--- src/sus_pkg.sv ---
//**********************************************************************
// Purpose: Constants for the asynchronous serial transceiver
// Assumes: Register index map on a plain strobe port, 8-bit data
// Notes:   Offsets are register indices; data sits in the low byte
//**********************************************************************
package sus_pkg;
  // Register indices
  localparam logic [2:0] ADDR_STATUS = 3'h0;
  localparam logic [2:0] ADDR_LINE   = 3'h1;
  localparam logic [2:0] ADDR_DIR    = 3'h2;
  localparam logic [2:0] ADDR_WIRE   = 3'h3;
  localparam logic [2:0] ADDR_DATA   = 3'h4;
  localparam logic [2:0] ADDR_BAUD   = 3'h5;
  // Status bit positions
  localparam int ST_PARITY_ERROR_FLAG  = 7;
  localparam int ST_NOISE = 6;
  localparam int ST_FRAMING_ERROR_FLAG  = 5;
  localparam int ST_OVERRUN_ERROR_FLAG  = 4;
  localparam int ST_RECEIVER_IDLE_FLAG = 3;
  localparam int ST_RDY   = 2;
  localparam int ST_TRANSMIT_IDLE_FLAG = 1;
  localparam int ST_TEMPTY = 0;
  // Line format bit positions
  localparam int LF_EN    = 7;
  localparam int LF_NINE  = 6;
  localparam int LF_PEN   = 5;
  localparam int LF_ODD   = 4;
  localparam int LF_STOP2 = 3;
  localparam int LF_BRK   = 2;
  localparam int LF_RX8   = 1;
  localparam int LF_TX8   = 0;
  // Direction control bit positions
  localparam int DC_TRANSMITTER_ENABLE  = 7;
  localparam int DC_RECEIVER_ENABLE  = 6;
  localparam int DC_FAST  = 5;
  localparam int DC_ADDR  = 4;
  localparam int DC_RIE   = 2;
  localparam int DC_TIIE  = 1;
  localparam int DC_TEIE  = 0;
  // Reset values
  localparam logic [7:0] STATUS_RST = 8'h0b;
  localparam logic [7:0] CTRL_RST   = 8'h00;
  // Oversampling: 16 ticks a bit in slow mode, 4 in fast mode
  localparam logic [3:0] OVS_SLOW = 4'hf;
  localparam logic [3:0] OVS_FAST = 4'h3;
  localparam int BREAK_BITS = 13;
endpackage : sus_pkg

--- src/sus_uart.sv ---
//**********************************************************************
// Purpose: Asynchronous serial transceiver with single-wire option
// Assumes: Inputs synchronous to clock; register port never waits
// Notes:   Link pins split into in/out/output-enable (enable low = drive)
//**********************************************************************
`timescale 1ns/1ps
module sus_uart
  import sus_pkg::*;
#(
  parameter int FIFO_DEPTH = 2
) (
  // Clock and reset
  input  wire logic       clock,
  input  wire logic       rst_b,
  // Register port
  input  wire logic [2:0] reg_addr,
  input  wire logic [7:0] reg_wdata,
  input  wire logic       reg_wr,
  input  wire logic       reg_rd,
  output logic      [7:0] reg_rdata,
  // Dedicated transmit pin
  output logic            tx_out,
  output logic            tx_oe_b,
  output logic            tx_pullup,
  // Shared receive/transmit pin
  input  wire logic       rxtx_in,
  output logic            rxtx_out,
  output logic            rxtx_oe_b,
  output logic            rxtx_pullup,
  // Event line
  output logic            irq
);
  // Pointers and count are sized for exactly two entries
  if (FIFO_DEPTH != 2) begin : g_depth_check
    $error("FIFO_DEPTH must be 2");
  end

  //********************************************************************
  // Registers and bus decode
  //********************************************************************
  logic [7:0] line_reg;           // Line format control
  logic [7:0] dir_reg;            // Direction and event control
  logic       wire_reg;           // Single-wire select
  logic [7:0] baud_reg;           // Baud divisor
  logic [7:0] st_reg;             // Flags (bits not live)
  logic       st_armed_reg;       // Status read seen
  logic [7:0] rdata_next;         // Read mux
  logic       en;                 // Overall enable
  logic       transmitter_enable;               // Transmitter live
  logic       receiver_enable;               // Receiver live
  logic       wr_data;            // Data write
  logic       rd_data;            // Data read
  logic       seq_clr;            // Status then data access
  logic       nine;               // Nine-bit format
  logic       disable_now;        // Overall enable being cleared
  assign en      = line_reg[LF_EN];
  assign transmitter_enable    = en & dir_reg[DC_TRANSMITTER_ENABLE];
  assign receiver_enable    = en & dir_reg[DC_RECEIVER_ENABLE];
  assign nine    = line_reg[LF_NINE];
  assign wr_data = reg_wr & (reg_addr == ADDR_DATA);
  assign rd_data = reg_rd & (reg_addr == ADDR_DATA);
  assign seq_clr = st_armed_reg & (wr_data | rd_data);
  assign disable_now = reg_wr & (reg_addr == ADDR_LINE) & ~reg_wdata[LF_EN];

  // Parity of a nine-bit word; odd select inverts it
  function automatic logic par_of(input logic [8:0] d, input logic nb, input logic odd);
    par_of = ^{d[8] & nb, d[7:0]} ^ odd;
  endfunction : par_of

  // Status read arms the clear sequence
  always_ff @(posedge clock or negedge rst_b) begin
    if (!rst_b) begin
      st_armed_reg <= 1'b0;
    end else if (reg_rd & (reg_addr == ADDR_STATUS)) begin
      st_armed_reg <= 1'b1;
    end else if (wr_data | rd_data) begin
      st_armed_reg <= 1'b0;
    end
  end

  // Control registers; disabling clears the direction enables
  always_ff @(posedge clock or negedge rst_b) begin
    if (!rst_b) begin
      line_reg <= CTRL_RST;
      dir_reg  <= CTRL_RST;
      wire_reg <= 1'b0;
      baud_reg <= CTRL_RST;
    end else begin
      if (reg_wr) begin
        unique case (reg_addr)
          // Receive ninth bit position is read-only
          ADDR_LINE: line_reg <= {reg_wdata[7:2], 1'b0, reg_wdata[LF_TX8]};
          ADDR_DIR:  dir_reg  <= reg_wdata;
          ADDR_WIRE: wire_reg <= reg_wdata[0];
          ADDR_BAUD: baud_reg <= reg_wdata;
          default:   ;
        endcase
      end
      if (disable_now | ~en) begin
        dir_reg[DC_TRANSMITTER_ENABLE] <= 1'b0;
        dir_reg[DC_RECEIVER_ENABLE] <= 1'b0;
        line_reg[LF_BRK] <= 1'b0;
      end
    end
  end

  //********************************************************************
  // Baud generator
  //********************************************************************
  logic [7:0] bcnt_reg;           // Prescaler down-counter
  logic       tick;               // Oversample tick
  logic [3:0] ovs_top;            // Ticks per bit minus one
  assign ovs_top = dir_reg[DC_FAST] ? OVS_FAST : OVS_SLOW;
  assign tick    = en & (bcnt_reg == 8'h00);
  always_ff @(posedge clock or negedge rst_b) begin
    if (!rst_b) begin
      bcnt_reg <= 8'h00;
    end else if (!en) begin
      bcnt_reg <= 8'h00;
    end else if (tick) begin
      bcnt_reg <= baud_reg;
    end else begin
      bcnt_reg <= bcnt_reg - 8'h01;
    end
  end

  //********************************************************************
  // Transmitter
  //********************************************************************
  typedef enum logic [2:0] {
    TX_IDLE = 3'b001,
    TX_SHIFT = 3'b010,
    TX_BREAK = 3'b100
  } sus_tx_t;
  sus_tx_t    tx_st_reg;          // Transmit state
  logic [7:0] thold_reg;          // Transmit holding byte
  logic       thold_full_reg;     // Holding byte queued
  logic [11:0] tsh_reg;           // Shifter incl. start/parity/stops
  logic [3:0] tbits_reg;          // Bits left
  logic [3:0] ttick_reg;          // Ticks within bit
  logic       tline_reg;          // Serial line level
  logic [4:0] brk_reg;            // Break bits sent
  logic       tx_load;            // Holding to shifter
  logic [3:0] frame_len;          // Bits in a frame incl. start
  logic       tpar;               // Transmit parity
  assign tpar = par_of({line_reg[LF_TX8], thold_reg}, nine, line_reg[LF_ODD]);
  assign frame_len = 4'd10 + {3'b000, nine} + {3'b000, line_reg[LF_PEN]}
                   + {3'b000, line_reg[LF_STOP2]};
  assign tx_load = (tx_st_reg == TX_IDLE) & thold_full_reg & transmitter_enable;

  // Holding byte fed by data writes
  always_ff @(posedge clock or negedge rst_b) begin
    if (!rst_b) begin
      thold_reg      <= 8'h00;
      thold_full_reg <= 1'b0;
    end else if (!transmitter_enable) begin
      thold_full_reg <= 1'b0;
    end else if (wr_data) begin
      thold_reg      <= reg_wdata;
      thold_full_reg <= 1'b1;
    end else if (tx_load) begin
      thold_full_reg <= 1'b0;
    end
  end

  // Frame shifter and break generator
  always_ff @(posedge clock or negedge rst_b) begin
    if (!rst_b) begin
      tx_st_reg <= TX_IDLE;
      tsh_reg   <= 12'hfff;
      tbits_reg <= 4'h0;
      ttick_reg <= 4'h0;
      tline_reg <= 1'b1;
      brk_reg   <= 5'h00;
    end else if (!transmitter_enable) begin
      tx_st_reg <= TX_IDLE;
      tline_reg <= 1'b1;
    end else begin
      unique case (tx_st_reg)
        TX_IDLE: begin
          ttick_reg <= 4'h0;
          brk_reg   <= 5'h00;
          if (tx_load) begin
            tsh_reg <= nine ? {1'b1, line_reg[LF_PEN] ? tpar : 1'b1,
                               line_reg[LF_TX8], thold_reg, 1'b0}
                            : {2'b11, line_reg[LF_PEN] ? tpar : 1'b1, thold_reg, 1'b0};
            tbits_reg <= frame_len;
            tx_st_reg <= TX_SHIFT;
          end else if (line_reg[LF_BRK]) begin
            tx_st_reg <= TX_BREAK;
          end
        end
        TX_SHIFT: begin
          tline_reg <= tsh_reg[0];
          if (tick) begin
            ttick_reg <= ttick_reg + 4'h1;
            if (ttick_reg == ovs_top) begin
              ttick_reg <= 4'h0;
              tsh_reg   <= {1'b1, tsh_reg[11:1]};
              tbits_reg <= tbits_reg - 4'h1;
              if (tbits_reg == 4'h1) tx_st_reg <= TX_IDLE;
            end
          end
        end
        TX_BREAK: begin
          tline_reg <= 1'b0;
          if (tick) begin
            ttick_reg <= ttick_reg + 4'h1;
            if (ttick_reg == ovs_top) begin
              ttick_reg <= 4'h0;
              if (brk_reg != 5'(BREAK_BITS)) brk_reg <= brk_reg + 5'h01;
            end
          end
          if ((brk_reg == 5'(BREAK_BITS)) & ~line_reg[LF_BRK]) begin
            tx_st_reg <= TX_IDLE;
            tline_reg <= 1'b1;
          end
        end
        default: tx_st_reg <= TX_IDLE;
      endcase
    end
  end

  //********************************************************************
  // Receiver
  //********************************************************************
  logic       rx_active_reg;      // Inside a frame
  logic [3:0] rtick_reg;          // Ticks within bit
  logic [3:0] rbits_reg;          // Bits sampled
  logic [10:0] rsh_reg;           // Sampled bits
  logic [2:0] vote_reg;           // Three samples around centre
  logic [8:0] fifo_mem [FIFO_DEPTH];  // Data plus ninth bit
  logic       wp_reg;             // Write pointer
  logic       rp_reg;             // Read pointer
  logic [1:0] cnt_reg;            // Entries held
  logic       push;               // Character complete
  logic       pop;                // Software read
  logic [8:0] rword;              // Assembled word
  logic       rstop;              // Stop bit sampled
  logic       rpar;               // Received parity bit
  logic       shared_rx;          // Receiver line in use
  logic [3:0] rlen;               // Bits to sample after start
  logic       majority;           // Voted bit
  logic       noisy;              // Samples disagree
  logic       rnoise_reg;         // Noise seen this frame
  logic [3:0] rmid;               // Mid-bit sample tick
  // receiver has priority on the shared pin
  assign shared_rx = receiver_enable;
  assign rlen  = frame_len - 4'h1 - {3'b000, line_reg[LF_STOP2]};
  assign rmid  = {1'b0, ovs_top[3:1]};
  assign majority = (vote_reg[0] & vote_reg[1]) | (vote_reg[1] & vote_reg[2])
                  | (vote_reg[0] & vote_reg[2]);
  assign noisy = ~(&vote_reg) & (|vote_reg);
  assign rword = nine ? rsh_reg[8:0] : {1'b0, rsh_reg[7:0]};
  assign rpar  = nine ? rsh_reg[9] : rsh_reg[8];
  assign rstop = rsh_reg[rlen - 4'h1];
  assign pop   = rd_data & (cnt_reg != 2'd0);

  // Bit-level sampler; lsb first
  always_ff @(posedge clock or negedge rst_b) begin
    if (!rst_b) begin
      rx_active_reg <= 1'b0;
      rtick_reg     <= 4'h0;
      rbits_reg     <= 4'h0;
      rsh_reg       <= 11'h000;
      vote_reg      <= 3'b111;
      rnoise_reg    <= 1'b0;
    end else if (!shared_rx) begin
      rx_active_reg <= 1'b0;
    end else if (tick) begin
      vote_reg <= {vote_reg[1:0], rxtx_in};
      if (!rx_active_reg) begin
        rtick_reg  <= 4'h0;
        rbits_reg  <= 4'h0;
        rnoise_reg <= 1'b0;
        if (!rxtx_in) rx_active_reg <= 1'b1;
      end else begin
        rtick_reg <= rtick_reg + 4'h1;
        if (rtick_reg == rmid + 4'h1 && rbits_reg != 4'h0) begin
          // Shift right; the newest bit lands in the frame's last slot
          rsh_reg              <= rsh_reg >> 1;
          rsh_reg[rlen - 4'h1] <= majority;
          rnoise_reg <= rnoise_reg | noisy;
        end
        if (rtick_reg == ovs_top) begin
          rtick_reg <= 4'h0;
          rbits_reg <= rbits_reg + 4'h1;
          if (rbits_reg == rlen) rx_active_reg <= 1'b0;
        end
      end
    end
  end
  assign push = shared_rx & tick & rx_active_reg & (rtick_reg == ovs_top)
              & (rbits_reg == rlen);

  always_ff @(posedge clock or negedge rst_b) begin
    if (!rst_b) begin
      wp_reg  <= 1'b0;
      rp_reg  <= 1'b0;
      cnt_reg <= 2'd0;
    end else if (!receiver_enable) begin
      wp_reg  <= 1'b0;
      rp_reg  <= 1'b0;
      cnt_reg <= 2'd0;
    end else begin
      if (push & (cnt_reg != 2'd2) & ~st_reg[ST_OVERRUN_ERROR_FLAG]) begin
        fifo_mem[wp_reg] <= rword;
        wp_reg <= ~wp_reg;
      end
      if (pop) rp_reg <= ~rp_reg;
      cnt_reg <= cnt_reg + 2'((push & (cnt_reg != 2'd2) & ~st_reg[ST_OVERRUN_ERROR_FLAG]) ? 1 : 0)
                         - 2'(pop ? 1 : 0);
    end
  end

  //********************************************************************
  // Status flags; set wins over clear
  //********************************************************************
  logic       addr_hit_reg;       // Address character seen

  always_ff @(posedge clock or negedge rst_b) begin
    if (!rst_b) begin
      st_reg       <= STATUS_RST;
      addr_hit_reg <= 1'b0;
    end else if (!en) begin
      st_reg       <= STATUS_RST;
      addr_hit_reg <= 1'b0;
    end else begin
      // errors of each stored character, set wins
      if (seq_clr) st_reg[ST_PARITY_ERROR_FLAG:ST_FRAMING_ERROR_FLAG] <= 3'b000;
      if (push & ~st_reg[ST_OVERRUN_ERROR_FLAG] & (cnt_reg != 2'd2)) begin
        // noise set only with a real transfer
        st_reg[ST_PARITY_ERROR_FLAG:ST_FRAMING_ERROR_FLAG] <= (seq_clr ? 3'b000 : st_reg[ST_PARITY_ERROR_FLAG:ST_FRAMING_ERROR_FLAG]) | framing_error_flag_mem_in();
      end
      if (seq_clr) st_reg[ST_OVERRUN_ERROR_FLAG] <= 1'b0;
      if (push & (cnt_reg == 2'd2)) st_reg[ST_OVERRUN_ERROR_FLAG] <= 1'b1;
      // last data bit one marks an address
      if (seq_clr) addr_hit_reg <= 1'b0;
      if (push & dir_reg[DC_ADDR] & (nine ? rword[8] : rword[7])) addr_hit_reg <= 1'b1;
      // empty on transfer; idle cleared by sequence then data write
      if (st_armed_reg & wr_data) begin
        st_reg[ST_TEMPTY] <= 1'b0;
        st_reg[ST_TRANSMIT_IDLE_FLAG]  <= 1'b0;
      end
      if (tx_load | (reg_wr & (reg_addr == ADDR_DIR) & reg_wdata[DC_TRANSMITTER_ENABLE]))
        st_reg[ST_TEMPTY] <= 1'b1;
      if ((tx_st_reg == TX_IDLE) & ~thold_full_reg & ~wr_data & ~line_reg[LF_BRK])
        st_reg[ST_TRANSMIT_IDLE_FLAG] <= 1'b1;
    end
  end

  // Error bits of the incoming character
  function automatic logic [2:0] framing_error_flag_mem_in();
    framing_error_flag_mem_in = {line_reg[LF_PEN] & (rpar != par_of(rword, nine, line_reg[LF_ODD])),
                   rnoise_reg, ~rstop};
  endfunction : framing_error_flag_mem_in

  //********************************************************************
  // Read data and pins
  //********************************************************************
  logic [7:0] status_live;        // Status as software sees it
  logic       rx8_live;           // Ninth bit of oldest character
  // read-only, receiver idle and ready bits from live state
  assign status_live = {st_reg[7:4], ~rx_active_reg, cnt_reg != 2'd0,
                        st_reg[ST_TRANSMIT_IDLE_FLAG], st_reg[ST_TEMPTY]};
  assign rx8_live = (cnt_reg != 2'd0) & fifo_mem[rp_reg][8];

  // Register read mux
  always_comb begin
    unique case (reg_addr)
      ADDR_STATUS: rdata_next = status_live;
      ADDR_LINE:   rdata_next = {line_reg[7:2], rx8_live, 1'b0};
      ADDR_DIR:    rdata_next = dir_reg;
      ADDR_WIRE:   rdata_next = {7'h00, wire_reg};
      // read side; ready drops when buffer empties
      ADDR_DATA:   rdata_next = (cnt_reg != 2'd0) ? fifo_mem[rp_reg][7:0] : 8'h00;
      ADDR_BAUD:   rdata_next = baud_reg;
      default:     rdata_next = 8'h00;
    endcase
  end

  // Read data stands one cycle after the strobe
  always_ff @(posedge clock or negedge rst_b) begin
    if (!rst_b) reg_rdata <= 8'h00;
    else if (reg_rd) reg_rdata <= rdata_next;
    else reg_rdata <= 8'h00;
  end

  assign irq = (dir_reg[DC_RIE] & ((cnt_reg != 2'd0) | addr_hit_reg | st_reg[ST_OVERRUN_ERROR_FLAG]))
             | (dir_reg[DC_TIIE] & st_reg[ST_TRANSMIT_IDLE_FLAG] & transmitter_enable)
             | (dir_reg[DC_TEIE] & st_reg[ST_TEMPTY] & transmitter_enable);

  // pin roles; float when off, pull-ups only while enabled
  assign tx_out      = tline_reg;
  assign tx_oe_b     = ~transmitter_enable;
  assign tx_pullup   = transmitter_enable;
  assign rxtx_out    = tline_reg;
  assign rxtx_oe_b   = ~(wire_reg & transmitter_enable & ~receiver_enable);
  assign rxtx_pullup = receiver_enable | (wire_reg & transmitter_enable);
endmodule : sus_uart

--- config.mk ---
export PLATFORM = sky130hd
export DESIGN_NAME = sus_uart
export DESIGN_NICKNAME = d
export VERILOG_FILES = /design/src/sus_pkg.sv /design/src/sus_uart.sv
export SDC_FILE = /design/constraint.sdc
export NUM_CORES = 1
export LEC_CHECK = 0
export BUFFER_PORTS_ARGS = -buffer_cell sky130_fd_sc_hd__clkbuf_2
export CAP_MARGIN = 20
export CORE_MARGIN = 2
export CORE_UTILIZATION = 30
export CTS_CLUSTER_SIZE = 40
export DETAILED_ROUTE_END_ITERATION = 8
export PLACE_DENSITY_LB_ADDON = 0.05
export SETUP_SLACK_MARGIN = 0.5
export SYNTH_ARGS = -nofsm -noshare
export SYNTH_HDL_FRONTEND = slang
export SYNTH_SLANG_ARGS = --single-unit
export TNS_END_PERCENT = 100
--- constraint.sdc ---
create_clock -name clock -period 5.87 [get_ports clock]
set_input_delay 0.587 -clock clock [delete_from_list [all_inputs] [get_ports clock]]
set_output_delay 0.587 -clock clock [all_outputs]
set_load 0.05 [all_outputs]
==> summary.md <==
| Metric | Value |
|---|---|
| Status | `completed` |
| Cells after synthesis | `665` |
| Clock skew | `11.2 ps` |
| Post-detail-place hpwl | `13.6 mm` |
| Iter 0 DRT Violations | `265` |
| First-pass GRT wire length | `29.9 mm` |
| Via count | `4998` |
| PostCTS Resize Cnt | `0` |
| Die footprint | `~24000 sq um` |
| Top cells by area, synth | `dfrtp_1, edfxtp_1, dfstp_2, mux2_2, nand2_1` |
| Final cell count without fillers | `990` |
| Mapped Area | `6910 sq um` |
| Slew @ Worst Pin | `959 ps` |
| Port Buffers | `30` |
| TNS Setup | `0 ps` |
| Syn Area/Cell | `10.4 sq um` |
| Crit-path max cell delay | `630 ps` |
| Largest net degree at the start of global routing | `45` |
| Num rows | `55` |
| Buffer count from post-CTS setup fixing | `0` |
| # setup viols final | `0` |
| Max_slew headroom | `35.1%` |
| Clock H-tree levels | `4` |
| # nets final | `730` |
| Async SR Flop Fraction | `between 80% and 90%` |
| Period utilization | `70.3%` |
| Synth cell types | `72` |
| GRT Resource Usage Total | `about 16%` |
| Final Hold Vio Count | `0` |
| PD cells | `347 nW/um^2` |
| Crit start category | `flip-flop` |
| CP Capture Type | `flip-flop` |
| Core ar. | `22600 sq um` |
| Die H | `156 um` |
| Leak | `3.40 nW` |
| Top-area cell type share of the netlist area | `34.4%` |
| Yosys top cell by area | `dfrtp_1` |
| Worst-Skew Late Latency | `430 ps` |
| CTS root buf | `clkbuf_16` |
| Area grow syn2layout | `15.0%` |
| DP Cell Count | `958` |
| Seq/Total Area, Yosys | `roughly half` |
| Crit path kind | `flip-flop to flip-flop` |
| Clock Path Buffers | `2` |
| Ratio of cells with drive above 1 in the final layout | `approximately 18%` |
| Worst VDD drop | `0.159 mV` |
| Min-Delay Path Class | `input pin to asynchronous set/reset pin` |
| Clock sink total | `131` |
| Vias/cell | `around 5` |
| Drc violations | `0` |
| Hold-fix buffers at CTS | `0` |
| Max Fclk | `0.242 GHz` |
| Num CTS Buffers | `17` |
| Pre-Repair DR Iteration Count | `4` |
| Worst Path Buf+Inv | `3` |
| CP arrival | `~4200 ps` |
| CP dominant cell by count | `inv_1` |
| Pins Over Slew Limit | `0` |
| Worst Path Max Fanout | `9` |
| Syn_nets | `703` |
| Minimum clock period | `4130 ps` |
| Ports | `31` |
| Routed length per placed instance | `18.8 um` |
| CTS tree | `built` |
| Number of flops mapped to enable cells by yosys | `18` |
| Routed wire length | `18.6 mm` |
| Starting Density | `30.5%` |
| Worst EP required | `a little under 6000 ps` |
| Slowest stage cell, crit path | `nor2_1` |
| Die Width | `156 um` |
| Fillers | `2254` |
| Synthesis-stage register bit count | `131` |
| Clock transition at path regs | `about 60 ps` |
| # Max-Cap Violations | `0` |
| RSZ-0062 raised after global routing | `no` |
| Main synth FF type | `dfrtp_1` |
| Grt ovf | `0` |
| Largest register FFs | `18` |
| Top delay family on crit path | `simple AND/OR/NAND/NOR gates` |
| Initial antenna violation count | `0` |
| Crit path cell chain | `inv_1 > fa_1 > inv_1 > ha_1 > inv_1 > ha_1 > xor2_1 > or4_1 > nor4b_4 > nand4_1 > nor2_1` |
| # diodes | `0` |
| Synth warnings | `0` |
| Vias in the first global route | `5179` |
| Antenna-violating nets left | `0` |
| Routability congestion estimate | `0.766` |
path summary, 6_finish.rpt:
kind                       cells past startpoint             end  slack (ps)        start
hold reg to reg                                2      tsh_reg[8]         470   tsh_reg[8]
min in group clock                             3     vote_reg[0]         390      rxtx_in
hold / removal                                 1      brk_reg[3]          90        rst_b
setup reg to reg                              11  fifo_mem[1][5]        1740  line_reg[6]
setup / recovery                              11  fifo_mem[1][5]        1740  line_reg[6]
max in group asynchronous                      2     line_reg[7]        4820        rst_b
layout by cell type, fill, tap and decap left out, types with 3 or more instances in the layout:
master | Yosys | layout
a21oi_1 | 18 | 18
mux2_2 | 32 | 32
nand3_1 | 25 | 25
ha_1 | 21 | 21
clkinv_4 | 0 | 5
nor4_1 | 4 | 4
nand3b_1 | 6 | 6
o211a_1 | 5 | 5
clkbuf_16 | 0 | 17
a211oi_1 | 3 | 3
o221ai_1 | 5 | 5
dfstp_2 | 18 | 18
nor2b_1 | 8 | 8
dfrtp_1 | 95 | 95
inv_6 | 0 | 4
xor2_1 | 10 | 10
or3_1 | 4 | 4
nor2_1 | 45 | 45
nor3b_1 | 5 | 5
or4_1 | 3 | 3
o22ai_1 | 4 | 4
o21ai_0 | 46 | 46
o31ai_1 | 3 | 3
a22oi_1 | 11 | 11
mux2i_1 | 30 | 30
edfxtp_1 | 18 | 18
and2_1 | 6 | 6
clkbuf_2 | 0 | 29
nor3_1 | 8 | 8
and3_1 | 6 | 6
nand2_1 | 90 | 90
xnor2_1 | 23 | 23
nand2b_1 | 7 | 7
inv_1 | 30 | 30
buf_4 | 1 | 6
synthesized netlist by cell type, drive strengths merged (3+ instances only):
cell	count
dfrtp	95
nand2	91
o21ai	47
nor2	45
mux2	32
inv	30
mux2i	30
nand3	26
xnor2	23
ha	21
clkbuf	19
a21oi	18
dfstp	18
edfxtp	18
a22oi	11
xor2	10
buf	8
nor2b	8
nor3	8
nand2b	7
and2	6
and3	6
nand3b	6
nor3b	6
nor4	5
o211a	5
o221ai	5
o22ai	4
or3	4
a2111oi	3
a211oi	3
nor4b	3
o31ai	3
or4	3
where the power goes:
group          internal [W]  total [W]  switching [W]
combinational      0.000252   0.000613       0.000362
sequential         0.000985    0.00106      0.0000762
clock              0.000638    0.00108       0.000447
total               0.00187    0.00276       0.000885
cells by family (layout without fill, tap and decap cells):
logic type / count (synthesis) / in the layout / synth area share [%]
xor gates and xnor gates: 34 / 34 / 4.51
DFF: 131 / 131 / 49.0
adders and majority gates: 23 / 23 / 4.24
and+or+nand+nor: 233 / 233 / 16.8
buffers and inverters: 58 / 98 / 3.31
AOI/OAI and AO/OA: 122 / 122 / 11.9
muxes: 64 / 64 / 10.2
final cells by class:
cell class | count | area [sq um] | area share, %
sequential | 131 | 3390 | 42.6
multi-input combinational | 476 | 3300 | 41.5
clock buffer | 17 | 425 | 5.35
tap | 285 | 357 | 4.48
timing repair buffer | 35 | 190 | 2.39
clock inverter | 15 | 173 | 2.17
inverter | 31 | 116 | 1.46
per-stage QoR:
stage	area [sq um]	power (W)	hold WS [ps]	utilization [%]	setup WS, ps
floorplan	6910	0.00152	291	-	2270
global placement	7350	0.00169	458	32.5	1880
detailed placement	7350	0.00170	460	32.5	1680
CTS	7950	0.00280	97.5	35.1	1680
global route	7950	0.00292	112	35.1	1460
finish	7950	0.00276	89.9	35.1	1740
layer usage:
metal  vias up  global-route usage, %  routed length [um]
met3        13                   3.19                 542
li1       2411                      -                   -
met2        80                   26.8                8930
met4         0                   4.11                 202
met5         -                      0                   0
met1      2494                   21.9                8950
No activity file was read; power rests on OpenSTA's default activity.
